[src/bwm_pkg.sv]
// Purpose: constants, types and helpers for the breaker wear monitor
// Assumes: one clock, registers over APB, currents and counts unsigned
// Notes: logarithms are base two in fixed point, five integer and eight fraction bits
// What this block does
// - Wear evaluated separately for each phase
// - Capture currents when supervised trip activates
// - Curve table holds eight current/count points
// - Unused points hold big current, count one
// - Interpolate logarithmically between points two to eight
// - Count equals a over current to n
// - Two alarms with current level and limit
// - Alarm when operations left below limit
// - Each trip decrements both alarms' counters
// - Alarm signals drive the output matrix
// - Alarm change events only when enabled
// - Clear reloads counters with maximum at level
// - Three counters per alarm, smallest compared
// - Decrement is alarm count over trip count
// - Current below alarm level decrements by one
// - Record latest trip time and currents
`default_nettype none
package bwm_pkg;
	localparam int CUR_W = 16;
	localparam int CNT_W = 17;
	localparam int LOG_W = 13;
	localparam int FRAC_W = 8;
	localparam int NPTS = 8;
	localparam int NPH = 3;
	localparam int NAL = 2;
	localparam int NJOB = 5;
	localparam int JOB_PH0 = 2;
	localparam int CTRL_CLEAR = 0;
	localparam int CTRL_EV = 1;
	localparam logic [3:0] DIV_LAST = 4'h7;
	localparam logic [2:0] JOB_LAST = 3'h4;
	localparam logic [2:0] PT_FIRST = 3'h1;
	localparam logic [2:0] PT_LAST = 3'h7;
	localparam logic [7:0] A_CTRL = 8'h00;
	localparam logic [7:0] A_AL1_CUR = 8'h04;
	localparam logic [7:0] A_AL1_LIM = 8'h08;
	localparam logic [7:0] A_AL2_CUR = 8'h0C;
	localparam logic [7:0] A_AL2_LIM = 8'h10;
	localparam logic [7:0] A_STATUS = 8'h14;
	localparam logic [7:0] A_TRIP_TIME = 8'h18;
	localparam logic [7:0] A_CNT1 = 8'h40;
	localparam logic [7:0] A_BROKEN = 8'h60;
	localparam logic [7:0] A_PT_CUR = 8'h80;
	localparam logic [7:0] A_PT_CNT = 8'hA0;
	localparam logic [7:0] A_CNT2 = 8'hC0;
	localparam logic [3:0] N_PH_WORDS = 4'h3;
	localparam logic [3:0] N_PT_WORDS = 4'h8;
	localparam logic [CUR_W-1:0] UNUSED_POINT_CURRENT = 16'hFFFF;
	localparam logic [CNT_W-1:0] UNUSED_POINT_COUNT = 17'h0_0001;
	localparam logic [CUR_W-1:0] RST_AL_CUR = 16'h0000;
	localparam logic [CNT_W-1:0] RST_AL_LIM = 17'h0_0001;
	localparam logic [CNT_W-1:0] ONE_DEC = 17'h0_0001;
	localparam logic [CNT_W-1:0] CNT_MAX = 17'h1_FFFF;

	typedef logic [CUR_W-1:0] bwm_cur_t;
	typedef logic [CNT_W-1:0] bwm_cnt_t;
	typedef logic [LOG_W-1:0] bwm_log_t;
	typedef struct packed {
		bwm_cur_t [NPH-1:0] ph;
	} bwm_phase_t;
	typedef struct packed {
		logic al2_off;
		logic al2_on;
		logic al1_off;
		logic al1_on;
	} bwm_event_t;
	typedef enum {ST_IDLE, ST_SEEK, ST_DIV, ST_STORE, ST_APPLY} bwm_state_t;

	// Leading one gives the integer part, the bits below it a linear mantissa
	function automatic bwm_log_t bwm_lg2(input bwm_cnt_t v);
		logic [4:0] p;
		bwm_cnt_t norm;
		p = 5'h00;
		for (int i = 0; i < CNT_W; i++) begin
			if (v[i]) begin
				p = 5'(i);
			end
		end
		norm = v << (5'(CNT_W - 1) - p);
		return {p, norm[CNT_W-2 -: FRAC_W]};
	endfunction : bwm_lg2

	// Inverse of the above, rounded to the nearest whole count and saturated
	function automatic bwm_cnt_t bwm_ex2(input bwm_log_t x);
		logic [40:0] m;
		m = 41'({1'b1, x[FRAC_W-1:0]}) << x[LOG_W-1:FRAC_W];
		m = m + 41'(1 << (FRAC_W - 1));
		m = m >> FRAC_W;
		return (m > 41'(CNT_MAX)) ? CNT_MAX : m[CNT_W-1:0];
	endfunction : bwm_ex2
endpackage : bwm_pkg
`default_nettype wire

[src/bwm_monitor.sv]
// Purpose: breaker wear monitor with curve table, per-phase counters and alarms
// Assumes: inputs synchronous to pclk, APB slave answering in one access cycle
// Notes: interpolation runs in the log domain, so counts are approximate
`default_nettype none
module bwm_monitor (
	input wire logic pclk,
	input wire logic presetn,
	input wire logic psel,
	input wire logic penable,
	input wire logic pwrite,
	input wire logic [7:0] paddr,
	input wire logic [31:0] pwdata,
	output logic [31:0] prdata,
	output logic pready,
	output logic pslverr,
	input wire bwm_pkg::bwm_phase_t phase_current,
	input wire logic supervised_trip_output,
	input wire logic [31:0] time_stamp,
	output logic first_alarm,
	output logic second_alarm,
	output bwm_pkg::bwm_event_t alarm_event,
	output logic busy
);
	import bwm_pkg::*;

	logic trip_d_ff;
	logic trip_pend_ff;
	logic clr_pend_ff;
	logic mode_clr_ff;
	bwm_state_t st_ff;
	logic [2:0] job_ff;
	logic [3:0] step_ff;
	bwm_log_t rem_ff;
	bwm_log_t den_ff;
	bwm_log_t lck_ff;
	bwm_log_t lck1_ff;
	logic [FRAC_W-1:0] t_ff;
	bwm_log_t logc_ff [NJOB];
	bwm_phase_t broken_ff;
	bwm_phase_t work_ff;
	logic [31:0] trip_time_ff;
	bwm_cur_t pt_cur_ff [NPTS];
	bwm_cnt_t pt_cnt_ff [NPTS];
	bwm_cnt_t ctr_ff [NAL][NPH];
	bwm_cur_t al_cur_ff [NAL];
	bwm_cnt_t al_lim_ff [NAL];
	logic [3:0] ev_en_ff;
	logic [NAL-1:0] alarm_ff;
	bwm_event_t event_ff;
	logic busy_ff;
	logic [31:0] prdata_ff;
	logic pready_ff;
	logic pslverr_ff;

	function automatic logic bwm_in(input logic [7:0] a, input logic [7:0] base,
		input logic [3:0] n);
		return (a >= base) && (a < base + {2'b00, n, 2'b00}) && (a[1:0] == 2'b00);
	endfunction : bwm_in

	function automatic bwm_cnt_t bwm_min3(input bwm_cnt_t x, input bwm_cnt_t y,
		input bwm_cnt_t z);
		bwm_cnt_t m;
		m = (x < y) ? x : y;
		return (z < m) ? z : m;
	endfunction : bwm_min3

	// APB decode; every window sits on a 32-byte boundary so bits 4:2 index it
	wire setup = psel & ~penable;
	wire wr = psel & penable & pready_ff & pwrite;
	wire [2:0] widx = paddr[4:2];
	wire in_cnt1 = bwm_in(paddr, A_CNT1, N_PH_WORDS);
	wire in_cnt2 = bwm_in(paddr, A_CNT2, N_PH_WORDS);
	wire in_brk = bwm_in(paddr, A_BROKEN, N_PH_WORDS);
	wire in_pc = bwm_in(paddr, A_PT_CUR, N_PT_WORDS);
	wire in_pn = bwm_in(paddr, A_PT_CNT, N_PT_WORDS);
	wire w_ctrl = wr && (paddr == A_CTRL);
	wire clr_cmd = w_ctrl && pwdata[CTRL_CLEAR];
	wire [1:0] pidx = widx[1:0];

	logic [31:0] rd_data;
	logic rd_ok;
	always_comb begin
		rd_data = 32'h0000_0000;
		rd_ok = 1'b1;
		if (paddr == A_CTRL) begin
			rd_data = 32'({ev_en_ff, 1'b0});
		end else if (paddr == A_AL1_CUR) begin
			rd_data = 32'(al_cur_ff[0]);
		end else if (paddr == A_AL1_LIM) begin
			rd_data = 32'(al_lim_ff[0]);
		end else if (paddr == A_AL2_CUR) begin
			rd_data = 32'(al_cur_ff[1]);
		end else if (paddr == A_AL2_LIM) begin
			rd_data = 32'(al_lim_ff[1]);
		end else if (paddr == A_STATUS) begin
			rd_data = 32'({alarm_ff, busy_ff});
		end else if (paddr == A_TRIP_TIME) begin
			rd_data = trip_time_ff;
		end else if (in_brk) begin
			rd_data = 32'(broken_ff.ph[pidx]);
		end else if (in_cnt1) begin
			rd_data = 32'(ctr_ff[0][pidx]);
		end else if (in_cnt2) begin
			rd_data = 32'(ctr_ff[1][pidx]);
		end else if (in_pc) begin
			rd_data = 32'(pt_cur_ff[widx]);
		end else if (in_pn) begin
			rd_data = 32'(pt_cnt_ff[widx]);
		end else begin
			rd_ok = 1'b0;
		end
	end

	// Answer one cycle after setup; data is taken in setup so it stands through access
	always_ff @(posedge pclk or negedge presetn) begin
		if (!presetn) begin
			pready_ff <= 1'b0;
			pslverr_ff <= 1'b0;
			prdata_ff <= 32'h0000_0000;
		end else begin
			pready_ff <= setup;
			pslverr_ff <= setup & ~rd_ok;
			prdata_ff <= (setup & ~pwrite) ? rd_data : 32'h0000_0000;
		end
	end

	// Alarm settings and event enables
	always_ff @(posedge pclk or negedge presetn) begin
		if (!presetn) begin
			ev_en_ff <= 4'h0;
			al_cur_ff <= '{RST_AL_CUR, RST_AL_CUR};
			al_lim_ff <= '{RST_AL_LIM, RST_AL_LIM};
		end else begin
			if (w_ctrl) begin
				ev_en_ff <= pwdata[CTRL_EV +: 4];
			end
			if (wr && paddr == A_AL1_CUR) begin
				al_cur_ff[0] <= pwdata[CUR_W-1:0];
			end
			if (wr && paddr == A_AL1_LIM) begin
				al_lim_ff[0] <= pwdata[CNT_W-1:0];
			end
			if (wr && paddr == A_AL2_CUR) begin
				al_cur_ff[1] <= pwdata[CUR_W-1:0];
			end
			if (wr && paddr == A_AL2_LIM) begin
				al_lim_ff[1] <= pwdata[CNT_W-1:0];
			end
		end
	end

	// Curve table; reset fills every point as unused
	for (genvar k = 0; k < NPTS; k++) begin : g_pt
		always_ff @(posedge pclk or negedge presetn) begin
			if (!presetn) begin
				pt_cur_ff[k] <= UNUSED_POINT_CURRENT;
				pt_cnt_ff[k] <= UNUSED_POINT_COUNT;
			end else begin
				if (wr && in_pc && widx == 3'(k)) begin
					pt_cur_ff[k] <= pwdata[CUR_W-1:0];
				end
				if (wr && in_pn && widx == 3'(k)) begin
					pt_cnt_ff[k] <= pwdata[CNT_W-1:0];
				end
			end
		end
	end

	// Trip edge and clear are queued so neither is lost while a run is busy
	wire idle = (st_ff == ST_IDLE);
	wire trip_edge = supervised_trip_output & ~trip_d_ff;
	wire start_trip = idle & trip_pend_ff;
	wire start_clr = idle & ~trip_pend_ff & clr_pend_ff;

	always_ff @(posedge pclk or negedge presetn) begin
		if (!presetn) begin
			trip_d_ff <= 1'b0;
			trip_pend_ff <= 1'b0;
			clr_pend_ff <= 1'b0;
			mode_clr_ff <= 1'b0;
			broken_ff <= '0;
			work_ff <= '0;
			trip_time_ff <= 32'h0000_0000;
		end else begin
			trip_d_ff <= supervised_trip_output;
			trip_pend_ff <= trip_edge | (trip_pend_ff & ~start_trip);
			clr_pend_ff <= clr_cmd | (clr_pend_ff & ~start_clr);
			if (trip_edge) begin
				broken_ff <= phase_current;
				trip_time_ff <= time_stamp;
			end
			if (start_trip | start_clr) begin
				work_ff <= broken_ff;
				mode_clr_ff <= start_clr;
			end
		end
	end

	// Segment search over points two to eight; unused points never bracket
	bwm_cur_t job_cur;
	logic [2:0] lo;
	assign job_cur = (job_ff < 3'(JOB_PH0)) ? al_cur_ff[job_ff[0]] :
		work_ff.ph[2'(job_ff - 3'(JOB_PH0))];
	always_comb begin
		lo = PT_FIRST;
		for (int k = 1; k < NPTS; k++) begin
			if (pt_cnt_ff[k] != UNUSED_POINT_COUNT && job_cur >= pt_cur_ff[k]) begin
				lo = 3'(k);
			end
		end
	end
	wire [2:0] hi = lo + 3'h1;
	wire bwm_log_t lg_i = bwm_lg2(CNT_W'(job_cur));
	wire bwm_log_t lg_lo = bwm_lg2(CNT_W'(pt_cur_ff[lo]));
	wire bwm_log_t lg_hi = bwm_lg2(CNT_W'(pt_cur_ff[hi]));
	// Outside a bracket the nearest used point's count is taken as is
	wire seg_ok = (lo != PT_LAST) && (pt_cnt_ff[hi] != UNUSED_POINT_COUNT) &&
		(job_cur >= pt_cur_ff[lo]) && (lg_hi > lg_lo);
	wire bwm_log_t num = (lg_i >= lg_hi) ? (lg_hi - lg_lo - 13'h0001) : (lg_i - lg_lo);

	// log C = log Ck + (log Ck+1 - log Ck) * t; same as a / I^n on the segment
	wire [LOG_W:0] rem2 = {rem_ff, 1'b0};
	wire sub_ok = rem2 >= {1'b0, den_ff};
	wire signed [LOG_W:0] dlc = $signed({1'b0, lck1_ff}) - $signed({1'b0, lck_ff});
	wire signed [LOG_W+FRAC_W+1:0] prod = dlc * $signed({1'b0, t_ff});
	wire signed [LOG_W+1:0] lc_sum = $signed({2'b00, lck_ff}) +
		(LOG_W+2)'(prod >>> FRAC_W);
	wire bwm_log_t lc_new = lc_sum[LOG_W-1:0];

	always_ff @(posedge pclk or negedge presetn) begin
		if (!presetn) begin
			st_ff <= ST_IDLE;
			job_ff <= 3'h0;
			step_ff <= 4'h0;
			rem_ff <= '0;
			den_ff <= '0;
			lck_ff <= '0;
			lck1_ff <= '0;
			t_ff <= '0;
			logc_ff <= '{default: '0};
		end else begin
			case (st_ff)
				ST_IDLE: begin
					if (start_trip | start_clr) begin
						job_ff <= 3'h0;
						st_ff <= ST_SEEK;
					end
				end
				ST_SEEK: begin
					lck_ff <= bwm_lg2(pt_cnt_ff[lo]);
					lck1_ff <= bwm_lg2(pt_cnt_ff[hi]);
					rem_ff <= num;
					den_ff <= lg_hi - lg_lo;
					t_ff <= '0;
					step_ff <= 4'h0;
					st_ff <= seg_ok ? ST_DIV : ST_STORE;
				end
				ST_DIV: begin
					rem_ff <= sub_ok ? LOG_W'(rem2 - {1'b0, den_ff}) : rem2[LOG_W-1:0];
					t_ff <= {t_ff[FRAC_W-2:0], sub_ok};
					step_ff <= step_ff + 4'h1;
					if (step_ff == DIV_LAST) begin
						st_ff <= ST_STORE;
					end
				end
				ST_STORE: begin
					logc_ff[job_ff] <= lc_new;
					job_ff <= job_ff + 3'h1;
					st_ff <= (job_ff == JOB_LAST) ? ST_APPLY : ST_SEEK;
				end
				ST_APPLY: begin
					st_ff <= ST_IDLE;
				end
				default: begin
					st_ff <= ST_IDLE;
				end
			endcase
		end
	end

	// Counters; a trip weighs each phase current against both alarm levels
	for (genvar a = 0; a < NAL; a++) begin : g_al
		for (genvar p = 0; p < NPH; p++) begin : g_ph
			wire signed [LOG_W:0] dd = $signed({1'b0, logc_ff[a]}) -
				$signed({1'b0, logc_ff[JOB_PH0+p]});
			wire bwm_cnt_t dec = (work_ff.ph[p] < al_cur_ff[a]) ? ONE_DEC :
				bwm_ex2(dd[LOG_W] ? '0 : dd[LOG_W-1:0]);
			wire bwm_cnt_t nxt_ctr = mode_clr_ff ? bwm_ex2(logc_ff[a]) :
				((ctr_ff[a][p] > dec) ? (ctr_ff[a][p] - dec) : '0);
			always_ff @(posedge pclk or negedge presetn) begin
				if (!presetn) begin
					ctr_ff[a][p] <= '0;
				end else if (st_ff == ST_APPLY) begin
					ctr_ff[a][p] <= nxt_ctr;
				end
			end
		end
	end

	wire [NAL-1:0] nxt_alarm;
	for (genvar a = 0; a < NAL; a++) begin : g_cmp
		assign nxt_alarm[a] = bwm_min3(ctr_ff[a][0], ctr_ff[a][1], ctr_ff[a][2]) <
			al_lim_ff[a];
	end

	always_ff @(posedge pclk or negedge presetn) begin
		if (!presetn) begin
			alarm_ff <= '0;
			event_ff <= '0;
			busy_ff <= 1'b0;
		end else begin
			alarm_ff <= nxt_alarm;
			event_ff.al1_on <= nxt_alarm[0] & ~alarm_ff[0] & ev_en_ff[0];
			event_ff.al1_off <= ~nxt_alarm[0] & alarm_ff[0] & ev_en_ff[1];
			event_ff.al2_on <= nxt_alarm[1] & ~alarm_ff[1] & ev_en_ff[2];
			event_ff.al2_off <= ~nxt_alarm[1] & alarm_ff[1] & ev_en_ff[3];
			busy_ff <= ~idle | start_trip | start_clr;
		end
	end

	assign prdata = prdata_ff;
	assign pready = pready_ff;
	assign pslverr = pslverr_ff;
	assign first_alarm = alarm_ff[0];
	assign second_alarm = alarm_ff[1];
	assign alarm_event = event_ff;
	assign busy = busy_ff;
endmodule : bwm_monitor
`default_nettype wire

[config.mk]
export PLATFORM = sky130hd
export DESIGN_NAME = bwm_monitor
export DESIGN_NICKNAME = d
export VERILOG_FILES = /design/src/bwm_pkg.sv /design/src/bwm_monitor.sv
export SDC_FILE = /design/constraint.sdc
export NUM_CORES = 2
export LEC_CHECK = 0
export BUFFER_PORTS_ARGS = -buffer_cell sky130_fd_sc_hd__buf_2
export CAP_MARGIN = 20
export CORE_ASPECT_RATIO = 1.2
export CORE_MARGIN = 5
export CORE_UTILIZATION = 55
export CTS_CLUSTER_SIZE = 12
export DETAILED_ROUTE_END_ITERATION = 16
export PLACE_DENSITY = 0.71
export REMOVE_ABC_BUFFERS = 1
export SETUP_SLACK_MARGIN = 0.1
export SLEW_MARGIN = 10
export SYNTH_ARGS = -nofsm -noshare
export SYNTH_HDL_FRONTEND = slang
export SYNTH_SLANG_ARGS = --single-unit
[constraint.sdc]
create_clock -name pclk -period 21.9 [get_ports pclk]
set_input_delay 2.19 -clock pclk [delete_from_list [all_inputs] [get_ports pclk]]
set_output_delay 2.19 -clock pclk [all_outputs]
set_load 0.03 [all_outputs]
==> metrics.md <==
| Metric | Value |
|---|---|
| Startpoint Class | flop |
| Pre-Repair DR Iteration Count | 6 |
| Worst EP required | 22.44 ns |
| Status | finished, final reports clean |
| Clk_lat worst skew | 0.73 ns |
| Fmax | 69.4 MHz |
| WL per Instance | 26.5 um |
| Die Width | 340 um |
| GPL Wtd Cong | 1.04 |
| Area Overhead vs Synth | 7.44% |
| Clock tree buffer depth | 3 |
| Post-synthesis cell area | 71800 um^2 |
| Slew @ Worst Pin | 1.32 ns |
| Remaining DRCs | 0 |
| CP Capture Type | flop |
| Share of the synthesized area in the top cell type | 21.1% |
| Seq/Total Area, Yosys | 26.2% |
| Max-slew violation count | 0 |
| Post-DP HPWL | 197 mm |
| Num CTS Buffers | 83 |
| First-pass GRT wire length | 395 mm |
| Clock root buffer | clkbuf_16 |
| Final WL | 261 mm |
| Count leader, synth | nand2_1 |
| Post-route setup TNS | 0 ns |
| HP Class | reg2reg |
| Ys async rst share | 100% |
| Remaining antenna violation count | 0 |
| Post-synth top cells | nand2_1 (779), o21ai_0 (640), ha_1 (608), dfrtp_1 (606), inv_1 (602) |
| Share of layout cells above drive strength 1 | 16.0% |
| Clk_skew | 0.0747 ns |
| Max-Cap Viols | 0 |
| Yosys warnings | 0 |
| Tot GR Track Use | 36.9% |
| Avg Synthesized Cell Area | 8.78 um^2 |
| Total gr overflow | 0 |
| Post-CTS Hold Buffers | 0 |
| Synth area leader | dfrtp_1 |
| CTS tree | built |
| I/O pins | 167 |
| Slowest stage cell, crit path | o211a_4 |
| Syn Inst Count | 8176 |
| Starting Density | 55.3% |
| Routed vias/inst | 6.71 |
| Post_cts resized | 0 |
| Largest net degree at the start of global routing | 151 |
| Via count | 66300 |
| Initial antenna violation count | 7 |
| # nets final | 8960 |
| FP Rows | 145 |
| Top post-synthesis cells by area | dfrtp_1 (21%), ha_1 (11%), mux2_2 (7.4%), mux4_2 (5.8%), dfstp_2 (5.1%) |
| Final worst path period share | 65.8% |
| Placeable Area | 130000 um^2 |
| Vias in the first global route | 64200 |
| Iter 0 DRT Violations | 6715 |
| RSZ-0062 raised after global routing | no |
| Rel. slew slack | 11.7% |
| Number of synthesized flops with an enable pin | 0 |
| Placed cell area | 74100 um^2 |
| Die Y | 406 um |
| Buffers on Ports | 151 |
| Setup violators final | 0 |
| Unique masters post-synth | 109 |
| Final Critical Period | 14.40 ns |
| Worst path most repeated cell | o21ai_0 |
| Top FF cell, synth | dfrtp_1 |
| Critical path class | reg2reg |
| Clock transition at the registers of the reported paths | 0.06 ns |
| WP data arrival | 14.94 ns |
| CTS sink cnt | 744 |
| Crit path max fanout | 77 |
| Synthesized flop and latch total | 744 |
| Die ar. | 138000 um^2 |
| FF-to-FF setup slack | 7.50 ns |
| Final hold vios | 0 |
| Slowest stage delay, CP | 0.91 ns |
| # Post-CTS Setup Buffers | 0 |
| Cell area after layout | 77100 um^2 |
| CTS H-Tree Depth | 3 |
==> placed cells by master (no fill, tap or decap), drive strengths merged, types with 33 or more instances in the layout <==
cell	n
a211oi	90
a21boi	58
a21o	166
a21oi	535
a221oi	37
a2bb2oi	33
a31oi	55
and2	108
and3	42
buf	269
clkbuf	121
dfrtp	606
dfstp	138
fa	101
ha	608
inv	607
mux2	474
mux2i	254
mux4	185
nand2	781
nand2b	71
nand3	250
nand4	77
nor2	531
nor2b	73
nor3	177
nor4	40
o211ai	81
o21a	93
o21ai	657
o221ai	39
o22a	34
o22ai	59
o31ai	45
or3	52
xnor2	136
xor2	56
==> worst max-delay path: cells and delay by family, from the launching register on <==
| family | cells | cell delay, ns |
|---|---|---|
| fa+ha+maj | 4 | 1.62 |
| mux | 5 | 2.24 |
| buf+inv | 8 | 3.60 |
| compound gates | 15 | 3.94 |
| flops | 1 | 0.32 |
| simple gates | 10 | 2.19 |
| xor+xnor | 1 | 0.17 |
==> sequential cells by signal, indices dropped and copies added, names as in the netlist, 4 cells and up <==
| name | count |
|---|---|
| step_ff | 4 |
| al_lim_ff | 34 |
| t_ff | 8 |
| trip_time_ff | 32 |
| pt_cnt_ff | 136 |
| pt_cur_ff | 128 |
| den_ff | 13 |
| work_ff | 48 |
| logc_ff | 65 |
| lck_ff | 13 |
| rem_ff | 13 |
| prdata | 32 |
| ctr_ff | 102 |
| alarm_event | 4 |
| ev_en_ff | 4 |
| lck1_ff | 13 |
| broken_ff | 48 |
| al_cur_ff | 32 |
==> path summary, 6_finish.rpt <==
path / startpoint / end / depth (start not counted)
setup / recovery: job_ff[1] / rem_ff[12] / 43
hold / removal: trip_time_ff[30] / prdata[30] / 1
setup reg to reg: job_ff[1] / rem_ff[12] / 43
hold reg to reg: trip_time_ff[30] / prdata[30] / 1
max in group asynchronous: presetn / pt_cnt_ff[83] / 4
min in group asynchronous: presetn / ctr_ff[43] / 1
==> per-stage QoR <==
stage	utilization [%]	setup WS, ns	cells	hold WS [ns]
after floorplan	-	6.67	7768	0.449
after global placement	57.0	8.06	9717	0.458
after detailed placement	57.1	7.98	9723	0.466
after CTS	59.3	7.87	9872	0.481
after global routing	59.4	6.74	9879	0.496
final	59.4	7.50	9881	0.477
==> layout make-up <==
class                      count  area (um^2)
inverter                     612         2300
multi-input combinational   6412        49200
clock buffer                 118         2360
sequential                   744        18800
antenna                        2         5.00
clock inverter                31          554
timing repair buffer         272         1770
fill                       11600        52800
tap                         1690         2110
==> metal layers <==
metal	global-route usage (%)	vias to the layer above	routed length, um
met5	0	-	48
met4	27.3	8	24200
met3	6.93	942	21000
met2	58.5	3214	116000
met1	45.2	32300	100000
li1	-	29900	-
==> cell families (layout without fill, tap and decap cells) <==
| logic type | count (synthesis) | in the layout | share of synthesized area [%] |
|---|---|---|---|
| flops | 744 | 744 | 26.2 |
| buf+inv | 1020 | 1033 | 5.47 |
| compound gates | 2265 | 2265 | 20.4 |
| fa+ha+maj | 709 | 709 | 13.4 |
| other cells | 0 | 2 | 0 |
| simple gates | 2333 | 2333 | 15.4 |
| xor+xnor | 192 | 192 | 2.34 |
| mux | 913 | 913 | 16.8 |
Power is not shown: default switching activity piles up to over one toggle a cycle in this logic, so the estimate is an artifact.
